`src/core/bt_defines.vh`:
```
// constants for the pattern tester error insertion and status counters
`ifndef BT_DEFINES_VH
`define BT_DEFINES_VH
// register indexes; byte address is four times the index
`define BT_IDX_MON_CTRL     8'h60
`define BT_IDX_INJ_CTRL     8'h68
`define BT_IDX_LIVE_STATUS  8'h6C
`define BT_IDX_LATCHED      8'h6E
`define BT_IDX_IRQ_EN       8'h70
`define BT_IDX_ERR_LOW      8'h74
`define BT_IDX_ERR_HIGH     8'h76
`define BT_IDX_BIT_LOW      8'h78
`define BT_IDX_BIT_HIGH     8'h7A
`define BT_ADDR_W           12
`define BT_ADDR_LSB         2
`define BT_IDX_W            10
// monitor control fields
`define BT_MON_SRC_BIT      7
`define BT_MON_LOCAL_BIT    6
// injection control fields
`define BT_INJ_RATE_HI      5
`define BT_INJ_RATE_LO      3
`define BT_INJ_SINGLE_EN    2
`define BT_INJ_SOFT         1
`define BT_INJ_SRC          0
`define BT_INJ_MASK         16'h003F
// status, latched and enable fields share positions
`define BT_ST_DONE          3
`define BT_ST_BITERR        2
`define BT_ST_NONZERO       1
`define BT_ST_OOS           0
`define BT_LAT_MASK         16'h000F
`define BT_MON_MASK         16'h00C0
// counter widths and saturation values
`define BT_ERR_W            24
`define BT_BIT_W            32
`define BT_ERR_MAX          24'hFFFFFF
`define BT_BIT_MAX          32'hFFFFFFFF
`define BT_ERR_ONE          24'h000001
`define BT_BIT_ONE          32'h00000001
// rate period counts, one error per ten to the n bits
`define BT_RATE_W           3
`define BT_PER_W            24
`define BT_PER_1            24'h00000A
`define BT_PER_2            24'h000064
`define BT_PER_3            24'h0003E8
`define BT_PER_4            24'h002710
`define BT_PER_5            24'h0186A0
`define BT_PER_6            24'h0F4240
`define BT_PER_7            24'h989680
`define BT_RATE_OFF         3'h0
`endif

```
`src/core/bt_error_status.v`:
```
// pattern tester error insertion, status, latched events and counters
//
// Chosen here: the APB slave port.
`timescale 1ns/1ps
`include "bt_defines.vh"
// Notes on behaviour
// - rate field inverts one bit per 10^n
// - rate starts and stops on write; other changes after next error
// - single error enable gates single insertion
// - soft bit rising edge inverts one bit
// - many toggles between opportunities, one error
// - source select picks soft bit or pin
// - update source picks local or global request
// - done rises on update, falls with request
// - nonzero status follows count, cleared by update unless an error arrives in the update cycle
// - out of sync status mirrors pattern lock
// - done rise sets latched done flag
// - detected bit error sets latched flag
// - nonzero rise sets latched nonzero flag
// - any sync change sets latched flag
// - done interrupt ignores port global enable
// - other interrupts need port global enable
// - error counter 24 bits, saturating
// - error counter frozen while out of sync
// - bit counter 32 bits, saturating
// - bit counter frozen while out of sync
// - error count split low 16, high 8
// - bit count split low 16, high 16
// - readable counts change only on update
module bt_error_status (
   input  wire        CLK_I,
   input  wire        RESET_N_I,
   input  wire        CE_I,
   input  wire        PSEL_I,
   input  wire        PENABLE_I,
   input  wire        PWRITE_I,
   input  wire [11:0] PADDR_I,
   input  wire [31:0] PWDATA_I,
   output wire [31:0] PRDATA_O,
   output wire        PREADY_O,
   output wire        PSLVERR_O,
   input  wire        PM_UPDATE_REQUEST_I,
   input  wire        PORT_STATUS_IRQ_EN_I,
   input  wire        EXT_ERROR_INSERT_PIN_I,
   input  wire        TX_BIT_VALID_I,
   input  wire        TX_DATA_I,
   output wire        TX_BIT_VALID_O,
   output wire        TX_DATA_O,
   input  wire        RX_BIT_VALID_I,
   input  wire        RX_BIT_ERROR_I,
   input  wire        OUT_OF_SYNC_I,
   output wire        IRQ_O
);

   // software visible control
   reg [15:0]              mon_ctrl_ff;
   reg [15:0]              inj_ctrl_ff;
   reg [3:0]               irq_en_ff;
   reg [3:0]               latched_ff;
   reg [31:0]              prdata_ff;
   // insertion state
   reg                     trig_prev_ff;
   reg                     single_pend_ff;
   reg [`BT_RATE_W-1:0]    rate_act_ff;
   reg [`BT_RATE_W-1:0]    rate_new_ff;
   reg [`BT_PER_W-1:0]     rate_cnt_ff;
   reg                     tx_valid_ff;
   reg                     tx_data_ff;
   // monitoring state
   reg                     req_prev_ff;
   reg                     done_ff;
   reg                     nonzero_prev_ff;
   reg                     oos_ff;
   reg                     oos_prev_ff;
   reg                     done_prev_ff;
   wire [`BT_ERR_W-1:0]    err_cnt;
   wire [`BT_ERR_W-1:0]    err_snap;
   wire [`BT_BIT_W-1:0]    bit_snap;

   // bus decode
   wire [`BT_IDX_W-1:0] idx    = PADDR_I[`BT_ADDR_W-1:`BT_ADDR_LSB];
   wire                 setup  = PSEL_I & ~PENABLE_I;
   wire                 wr_acc = PSEL_I & PENABLE_I & PWRITE_I & CE_I;
   reg                  mapped;
   reg  [31:0]          rd_mux;

   // rate period lookup, a constant table
   function [`BT_PER_W-1:0] period_of;
      input [`BT_RATE_W-1:0] n;
      begin
         case (n)
            3'h1:    period_of = `BT_PER_1;
            3'h2:    period_of = `BT_PER_2;
            3'h3:    period_of = `BT_PER_3;
            3'h4:    period_of = `BT_PER_4;
            3'h5:    period_of = `BT_PER_5;
            3'h6:    period_of = `BT_PER_6;
            3'h7:    period_of = `BT_PER_7;
            default: period_of = `BT_PER_1;
         endcase
      end
   endfunction

   // field views
   wire                  src_pin    = inj_ctrl_ff[`BT_INJ_SRC];
   wire                  single_en  = inj_ctrl_ff[`BT_INJ_SINGLE_EN];
   wire                  soft_ins   = inj_ctrl_ff[`BT_INJ_SOFT];
   wire                  upd_src    = mon_ctrl_ff[`BT_MON_SRC_BIT];
   wire                  local_upd  = mon_ctrl_ff[`BT_MON_LOCAL_BIT];
   wire [`BT_RATE_W-1:0] wr_rate    = PWDATA_I[`BT_INJ_RATE_HI:`BT_INJ_RATE_LO];
   wire                  inj_wr     = wr_acc & (idx == `BT_IDX_INJ_CTRL);

   // trigger source; a source flip while high looks like an edge
   wire trig      = src_pin ? EXT_ERROR_INSERT_PIN_I : soft_ins;
   wire trig_rise = trig & ~trig_prev_ff;

   // rate insertion due when the bit count reaches the period
   wire rate_on  = (rate_act_ff != `BT_RATE_OFF);
   wire rate_hit = rate_on & TX_BIT_VALID_I &
                   (rate_cnt_ff == period_of(rate_act_ff) - `BT_ERR_ONE);
   wire single_hit = single_pend_ff & TX_BIT_VALID_I;
   wire flip_bit   = rate_hit | single_hit;

   // update request selection and edge
   wire req      = upd_src ? PM_UPDATE_REQUEST_I : local_upd;
   wire req_rise = req & ~req_prev_ff;

   // live status view
   wire nonzero = (err_cnt != {`BT_ERR_W{1'b0}});
   wire [15:0] live_status = {12'h000, done_ff, 1'b0, nonzero, oos_ff};

   // receive events counted only while locked
   wire rx_count = RX_BIT_VALID_I & ~oos_ff;
   wire rx_err   = rx_count & RX_BIT_ERROR_I;

   // read mux and address map
   always @* begin
      mapped = 1'b1;
      rd_mux = 32'h00000000;
      case (idx)
         `BT_IDX_MON_CTRL:    rd_mux = {16'h0000, mon_ctrl_ff};
         `BT_IDX_INJ_CTRL:    rd_mux = {16'h0000, inj_ctrl_ff};
         `BT_IDX_LIVE_STATUS: rd_mux = {16'h0000, live_status};
         `BT_IDX_LATCHED:     rd_mux = {28'h0000000, latched_ff};
         `BT_IDX_IRQ_EN:      rd_mux = {28'h0000000, irq_en_ff};
         `BT_IDX_ERR_LOW:     rd_mux = {16'h0000, err_snap[15:0]};
         `BT_IDX_ERR_HIGH:    rd_mux = {24'h000000, err_snap[23:16]};
         `BT_IDX_BIT_LOW:     rd_mux = {16'h0000, bit_snap[15:0]};
         `BT_IDX_BIT_HIGH:    rd_mux = {16'h0000, bit_snap[31:16]};
         default:             mapped = 1'b0;
      endcase
   end

   // zero wait state slave; error answer on unmapped index
   assign PREADY_O  = 1'b1;
   assign PSLVERR_O = PSEL_I & PENABLE_I & ~mapped;
   assign PRDATA_O  = prdata_ff;

   // read data captured in setup so it comes from a flop
   always @(posedge CLK_I or negedge RESET_N_I) begin
      if (!RESET_N_I) begin
         prdata_ff <= 32'h00000000;
      end else if (CE_I && setup) begin
         prdata_ff <= PWRITE_I ? 32'h00000000 : rd_mux;
      end
   end

   // control registers written in the access phase
   always @(posedge CLK_I or negedge RESET_N_I) begin
      if (!RESET_N_I) begin
         mon_ctrl_ff <= 16'h0000;
         inj_ctrl_ff <= 16'h0000;
         irq_en_ff   <= 4'h0;
      end else if (wr_acc) begin
         if (idx == `BT_IDX_MON_CTRL) begin
            mon_ctrl_ff <= PWDATA_I[15:0] & `BT_MON_MASK;
         end
         if (idx == `BT_IDX_INJ_CTRL) begin
            inj_ctrl_ff <= PWDATA_I[15:0] & `BT_INJ_MASK;
         end
         if (idx == `BT_IDX_IRQ_EN) begin
            irq_en_ff <= PWDATA_I[3:0];
         end
      end
   end

   // single error request; held until a bit goes out, so extra
   // toggles in between fold into the one pending error
   always @(posedge CLK_I or negedge RESET_N_I) begin
      if (!RESET_N_I) begin
         trig_prev_ff   <= 1'b0;
         single_pend_ff <= 1'b0;
      end else if (CE_I) begin
         trig_prev_ff <= trig;
         if (trig_rise && single_en) begin
            single_pend_ff <= 1'b1;
         end else if (single_hit) begin
            single_pend_ff <= 1'b0;
         end
      end
   end

   // rate insertion; a new rate waits for the current error
   always @(posedge CLK_I or negedge RESET_N_I) begin
      if (!RESET_N_I) begin
         rate_act_ff <= `BT_RATE_OFF;
         rate_new_ff <= `BT_RATE_OFF;
         rate_cnt_ff <= {`BT_PER_W{1'b0}};
      end else if (CE_I) begin
         if (inj_wr) begin
            rate_new_ff <= wr_rate;
            if (!rate_on || wr_rate == `BT_RATE_OFF) begin
               rate_act_ff <= wr_rate;
               rate_cnt_ff <= {`BT_PER_W{1'b0}};
            end
         end
         if (rate_hit) begin
            rate_cnt_ff <= {`BT_PER_W{1'b0}};
            if (!inj_wr) begin
               rate_act_ff <= rate_new_ff;
            end else if (wr_rate != `BT_RATE_OFF) begin
               rate_act_ff <= wr_rate;
            end
         end else if (rate_on && TX_BIT_VALID_I && !inj_wr) begin
            rate_cnt_ff <= rate_cnt_ff + `BT_ERR_ONE;
         end
      end
   end

   // outgoing bit, inverted on the chosen opportunity
   always @(posedge CLK_I or negedge RESET_N_I) begin
      if (!RESET_N_I) begin
         tx_valid_ff <= 1'b0;
         tx_data_ff  <= 1'b0;
      end else if (CE_I) begin
         tx_valid_ff <= TX_BIT_VALID_I;
         if (TX_BIT_VALID_I) begin
            tx_data_ff <= TX_DATA_I ^ flip_bit;
         end
      end
   end
   assign TX_BIT_VALID_O = tx_valid_ff;
   assign TX_DATA_O      = tx_data_ff;

   // live tallies with readable copies; the gating above keeps them
   // still while out of sync, and the copies move only on update
   bt_sat_count #(
      .W         (`BT_ERR_W)
   ) i_err_tally (
      .clk_i     (CLK_I),
      .reset_n_i (RESET_N_I),
      .ce_i      (CE_I),
      .inc_i     (rx_err),
      .take_i    (req_rise),
      .count_o   (err_cnt),
      .snap_o    (err_snap)
   );

   // received bit tally, same logic at the wider width; its live
   // count is never read here, only the copy taken on update
   bt_sat_count #(
      .W         (`BT_BIT_W)
   ) i_bit_tally (
      .clk_i     (CLK_I),
      .reset_n_i (RESET_N_I),
      .ce_i      (CE_I),
      .inc_i     (rx_count),
      .take_i    (req_rise),
      .count_o   (),
      .snap_o    (bit_snap)
   );

   // update done status follows the request handshake
   always @(posedge CLK_I or negedge RESET_N_I) begin
      if (!RESET_N_I) begin
         req_prev_ff <= 1'b0;
         done_ff     <= 1'b0;
      end else if (CE_I) begin
         req_prev_ff <= req;
         if (!req) begin
            done_ff <= 1'b0;
         end else if (req_rise) begin
            done_ff <= 1'b1;
         end
      end
   end

   // sync status and edge history for the latched flags
   always @(posedge CLK_I or negedge RESET_N_I) begin
      if (!RESET_N_I) begin
         oos_ff          <= 1'b0;
         oos_prev_ff     <= 1'b0;
         nonzero_prev_ff <= 1'b0;
         done_prev_ff    <= 1'b0;
      end else if (CE_I) begin
         oos_ff          <= OUT_OF_SYNC_I;
         oos_prev_ff     <= oos_ff;
         nonzero_prev_ff <= nonzero;
         done_prev_ff    <= done_ff;
      end
   end

   // latched events; a new event beats a same-cycle clear
   wire [3:0] lat_set;
   assign lat_set[`BT_ST_DONE]    = done_ff & ~done_prev_ff;
   assign lat_set[`BT_ST_BITERR]  = RX_BIT_VALID_I & RX_BIT_ERROR_I;
   assign lat_set[`BT_ST_NONZERO] = nonzero & ~nonzero_prev_ff;
   assign lat_set[`BT_ST_OOS]     = oos_ff ^ oos_prev_ff;
   wire [3:0] lat_clr = (wr_acc && idx == `BT_IDX_LATCHED) ?
                        PWDATA_I[3:0] : 4'h0;

   always @(posedge CLK_I or negedge RESET_N_I) begin
      if (!RESET_N_I) begin
         latched_ff <= 4'h0;
      end else if (CE_I) begin
         latched_ff <= (latched_ff & ~lat_clr) | lat_set;
      end
   end

   // interrupt: done needs only its enable, rest need port enable
   wire [3:0] lat_act = latched_ff & irq_en_ff;
   assign IRQ_O = lat_act[`BT_ST_DONE] |
                  (PORT_STATUS_IRQ_EN_I &
                   (lat_act[`BT_ST_BITERR] | lat_act[`BT_ST_NONZERO] |
                    lat_act[`BT_ST_OOS]));

endmodule

// saturating event tally with a copy for software; one instance
// per counter so both widths share the same update behaviour
module bt_sat_count #(
   parameter W = 24
) (
   input  wire         clk_i,
   input  wire         reset_n_i,
   input  wire         ce_i,
   input  wire         inc_i,
   input  wire         take_i,
   output wire [W-1:0] count_o,
   output wire [W-1:0] snap_o
);

   reg  [W-1:0] cnt_ff;
   reg  [W-1:0] snap_ff;

   // all ones is the ceiling; held there until the next update
   wire         at_max  = &cnt_ff;
   wire [W-1:0] one     = {{(W-1){1'b0}}, 1'b1};
   wire [W-1:0] restart = {{(W-1){1'b0}}, inc_i};

   // take copies the live count and restarts it; an event in the
   // take cycle starts the new interval at one instead of being lost
   // ce low holds both the live count and the copy
   always @(posedge clk_i or negedge reset_n_i) begin
      if (!reset_n_i) begin
         cnt_ff  <= {W{1'b0}};
         snap_ff <= {W{1'b0}};
      end else if (ce_i) begin
         if (take_i) begin
            snap_ff <= cnt_ff;
            cnt_ff  <= restart;
         end else if (inc_i && !at_max) begin
            cnt_ff <= cnt_ff + one;
         end
      end
   end

   // readable copy only moves on take, never with the live count
   assign count_o = cnt_ff;
   assign snap_o  = snap_ff;

endmodule

```
`config.mk`:
```
export PLATFORM = sky130hd
export DESIGN_NAME = bt_error_status
export DESIGN_NICKNAME = d
export VERILOG_FILES = /design/src/core/bt_error_status.v
export VERILOG_INCLUDE_DIRS = /design/src /design/src/core
export SDC_FILE = /design/constraint.sdc
export NUM_CORES = 1
export LEC_CHECK = 0
export ABC_AREA = 1
export BUFFER_PORTS_ARGS = -buffer_cell sky130_fd_sc_hd__buf_2
export CAP_MARGIN = 10
export CORE_MARGIN = 4
export CORE_UTILIZATION = 30
export DETAILED_ROUTE_END_ITERATION = 6
export SYNTH_ARGS = -nofsm -noshare
export SYNTH_HDL_FRONTEND = slang
export SYNTH_SLANG_ARGS = --single-unit
```
`constraint.sdc`:
```
create_clock -name CLK_I -period 5.89 [get_ports CLK_I]
set_input_delay 0.8835 -clock CLK_I [delete_from_list [all_inputs] [get_ports CLK_I]]
set_output_delay 0.8835 -clock CLK_I [all_outputs]
set_load 0.02 [all_outputs]
```
# Yosys cells after proc, flatten, opt, wreduce, memory -nomap -nowiden
# Cells that the tools add are included.
# totals
latchBits,0
n_memories,0
ramBits,0
reg_bits,200
rom_bits,0
input_bits,58
# classes
n_div,0
multipliers,0
n_bitwise,34
magnitude_cmp,0
eq_ne,17
shift,0
mux,24
n_reduce_logical,35
addsub,4
# ops
cell,n
$mux W24,6
$pmux W16 S9,1
$pmux W24 S6,1
$mux W32,3
$eq A10 B7 Y1 const B,9
$add A24 B1 Y24 const B,2
$add A32 B1 Y32 const B,1
$reduce_and A32 Y1,1
$eq A24 B24 Y1,1
$reduce_and A24 Y1,1
$reduce_bool A24 Y1,1
$sub A24 B1 Y24 const B,1
$reduce_and A2 Y1,10
$and A1 B1 Y1,17
$mux W3,5
$eq A3 B3 Y1 const B,4
$reduce_bool A3 Y1,4
$reduce_or A9 Y1,1
$and A4 B4 Y4,2
$logic_and A1 B1 Y1,7
$mux W1,7
$not A1 Y1,7
$eq A3 B2 Y1 const B,2
$reduce_bool A2 Y1,3
10 further kinds,17

# Longest topological paths before layout
# logic_depth
depth_word,8
depth_mapped,15
mapped_depth_nobuf,13

# Hierarchy
# A second synthesis with hierarchy kept.
# hier_totals
hier_cells,1675
hier_area_um2,11362.1
# modules_own_cells
mod,area_each_um2,seq_area_each_um2,cells_each,instances
bt_error_status,5382.7,1801.7,862,1
bt_sat_count at i_bit_tally,3354.5,1601.5,473,1
bt_sat_count at i_err_tally,2625.0,1201.2,340,1

# Worst setup path before layout
# Ideal clock, no wire load.
# synth_timing
path_type,input -> output
startpoint,input port PADDR_I[9]
endpoint,output port PSLVERR_O
t_required_ns,5.007
slack_ns,3.102
n_path_buf,0
path_stages,8
arrival_ns,1.905
path_cell_list,inv_1 > nand3_1 > nor2_1 > nand2_1 > nand3_1 > nor3_1 > nand2_1 > nor2_1
# synth_via
elab_chain_len,5
word_cells_on_any_way,13
cone_classes,eq/ne: 9; mux: 1; bitwise: 2; reduce/logical: 1
# synth_lines
item,line,text
start: declaration,bt_error_status.v:37,"input wire [11:0] PADDR_I,"
$eq A10 B7 Y1,bt_error_status.v:140,case (idx)
$reduce_or A9 Y1 (no source line) (*),n/a,
$mux W1 (*),bt_error_status.v:140,
$not A1 Y1 (*),bt_error_status.v:156,assign PSLVERR_O = PSEL_I & PENABLE_I & ~mapped;
$and A1 B1 Y1 (*),bt_error_status.v:156,
end: declaration,bt_error_status.v:41,"output wire PSLVERR_O,"
# Mark *: on every way between the ends. The rest lies on a longest branch, timed or not.

# Worst setup path in the final report
# Ends and elaborated chain as after synthesis.

==> results.cfg <==
[setup_path]
critPathSlowestCell = nand2_1
crit_type = primary input to output pin
cp_num_buf_inv = 3
crit_path_max_fanout = 17
start_kind = primary input
timing.rr.start = mon_ctrl_ff[7]
cp.arrival_ns = 2.69
max_stage_delay_ns = 0.51
critical_path.cell_chain = buf_2, inv_1, nand3_1, nor2_1, nand2_1, nand3_1, nor3_1, nand2_1, nor2_1, buf_2
rr_endpoint = i_bit_tally.count_o[30]
cp_top_family = simple AND/OR/NAND/NOR gates
worst-endpoint-required_ns = 5.01
r2r_setup_slack_ns = 2.78
end_kind = output pin
reg2regPathDepth = 10

[timing]
fin_crit_sh_pct = 60.61
rsz0062_at_grt = false
tns_ns = 0
setup_violations = 0
max_freq_ghz = 0.2801
tightest_slew_ns = 0.7950
setup_ws_ns = 2.320
relSlewSlack_pct = 46.81
final.setup_skew_ns = 0.01701
finalHoldViolCount = 0
drv_slew = 0
fin_crit_ns = 3.570

[synth]
muxShareOfSynthArea_pct = 0.2010
synth_top_area_share_pct = 41.09
synth.distinct_cells = 45
netlist_area_mm2 = 0.01121
ys_seq_elements = 184
postSynthCellCount = 1584
synth_fa_ha_area_share_pct = 0.4466
synth_xor_xnor_area_share_pct = 2.892
synth_top_family_by_area = simple AND/OR/NAND/NOR gates
synth_area_leader_cell = dfrtp_1
synthTopCellsByArea = dfrtp_1 (41%), nand2_1 (16%), inv_1 (6.3%)
synth-compound-area-share_pct = 10.00
synthSimpleGateAreaFrac_pct = 34.63
yosysWarningCount = 0
ys_seq_area_share_pct = 41.09
syn_area_per_cell_um2 = 7.075

[routing]
drt_iter0_markers = 805
wirelength_um = 32300
ant_nets = 0
vias_per_cell = 4.899
first_pass_iters = 7
route.detailed.drc = 0
wl_per_cell_um = 15.48
num_vias = 10220

[final_layout]
final_common_cell = nand2_1
drive_gt1_share_pct = 9.147
final_cell_mix = nand2_1 (483), inv_1 (186), dfrtp_1 (184)
layout.nets = 1667
syn_to_final_growth_pct = 9.970
n_antenna_cell = 0
final_cells = 2086
final_util_pct = 33.58

[clock_network]
clock_path_buffers = 2
tritoncts = yes
cts_sinks = 184
clk_pin_slew_ns = 0.08
clock_latency_ns = 0.45
cts_max_level = 4
cts_resized = 0
cts_hold_buf = 0
cts_buffers = 17
ctsRootBufferMaster = clkbuf_16
cts_setup_buffers = 0

[global_route]
antenna_found_initial = 0
grt_max_degree = 79
grt_usage_pct = 15.78
first_global_vias = 9850
grt_pass1_wl_um = 52830
grt_overflow_total = 0

[place]
io_buffers = 51
placed_cells = 2054
dp_slack_ns = 1.941
gp_congestion = 0.9140
dpl.hpwl_um = 23430

[power]
p_leak_uw = 0.006016
power.density_mw_per_mm2 = 275.7
power_uw = 3398
ir_worst_vdd_v = 0.0002129

[die]
fp.coreArea_mm2 = 0.03670
die_y_um = 201.3
initial_core_util_pct = 30.54
design.die.area_mm2 = 0.04051
die_w_um = 201.3
pin_count = 95
row_count = 70

[run_status]
status = finished clean

[job]
cap_violations = 0

[hold_path]
hold_class = primary input to async pin
## synthesized netlist by cell type (all sizes together)
cell type	count
a211oi	1
a21o	1
a21oi	19
a22oi	1
and2	3
and3	1
buf	51
clkbuf	19
clkinv	1
conb	2
dfrtp	184
ha	4
inv	196
mux2	2
nand2	496
nand3	111
nand3b	9
nand4	50
nor2	158
nor3	46
nor3b	2
nor4	7
o211ai	1
o21ai	161
o221ai	1
o22ai	17
o31ai	3
xnor2	1
xor2	36
## kinds of logic after synthesis
kind of cell | Yosys count
and+or+nand+nor | 883
adders and majority gates | 4
xor gates and xnor gates | 37
buffers and inverters | 267
DFF | 184
other | 2
muxes | 2
AOI/OAI and AO/OA | 205
## registers in the layout, summed over array words and instances, names as in the netlist, 2 cells and up
signal	flops
rate_new_ff	3
latched_ff	4
i_bit_tally.snap_o	32
i_bit_tally.count_o	32
i_err_tally.count_o	24
PRDATA_O	16
mon_ctrl_ff	2
rate_act_ff	3
inj_ctrl_ff	6
rate_cnt_ff	24
i_err_tally.snap_o	24
irq_en_ff	4
## where the power goes
part	switching, uW	total, uW	internal [uW]
Combinational	463	667	204
Sequential	148	1530	1380
Clock	619	1210	586
Total	1230	3400	2170
## layout make-up
type | instances | area [um2]
fill | 3941 | 24370
tap | 468 | 585.6
clock buffer | 17 | 425.4
sequential | 184 | 4604
clock inverter | 15 | 197.7
inverter | 197 | 739.5
multi-input combinational | 1148 | 5463
timing repair buffer | 57 | 309.0
## worst max path at each step
stage | start | to | slack [ns] | depth (start not counted)
2_1_floorplan | PADDR_I[9] | PSLVERR_O | 3.10 | 8
3_3_place_gp | CE_I | rate_cnt_ff[6] | 1.97 | 13
3_5_place_dp | CE_I | rate_cnt_ff[6] | 1.94 | 13
4_1_cts | PADDR_I[9] | PSLVERR_O | 2.36 | 10
5_1_grt | CE_I | rate_cnt_ff[4] | 2.13 | 13
6_report | PADDR_I[9] | PSLVERR_O | 2.32 | 10
## per-stage QoR
step,area [um2],hold slack (ns)
after floorplan,11260,0.4355
after global placement,11700,0.4432
after detailed placement,11700,0.4562
after CTS,12320,0.4691
after global routing,12320,0.5012
final,12320,0.4517
## layer usage
layer | wire, um | global-route usage (%) | up-vias
met5 | 0 | 0 | -
met4 | 402 | 3.442 | 0
met3 | 1787 | 2.901 | 27
met2 | 14370 | 25.11 | 267
met1 | 15740 | 22.53 | 4828
li1 | - | - | 5098
Note: power is estimated with default switching activity, not from simulation.
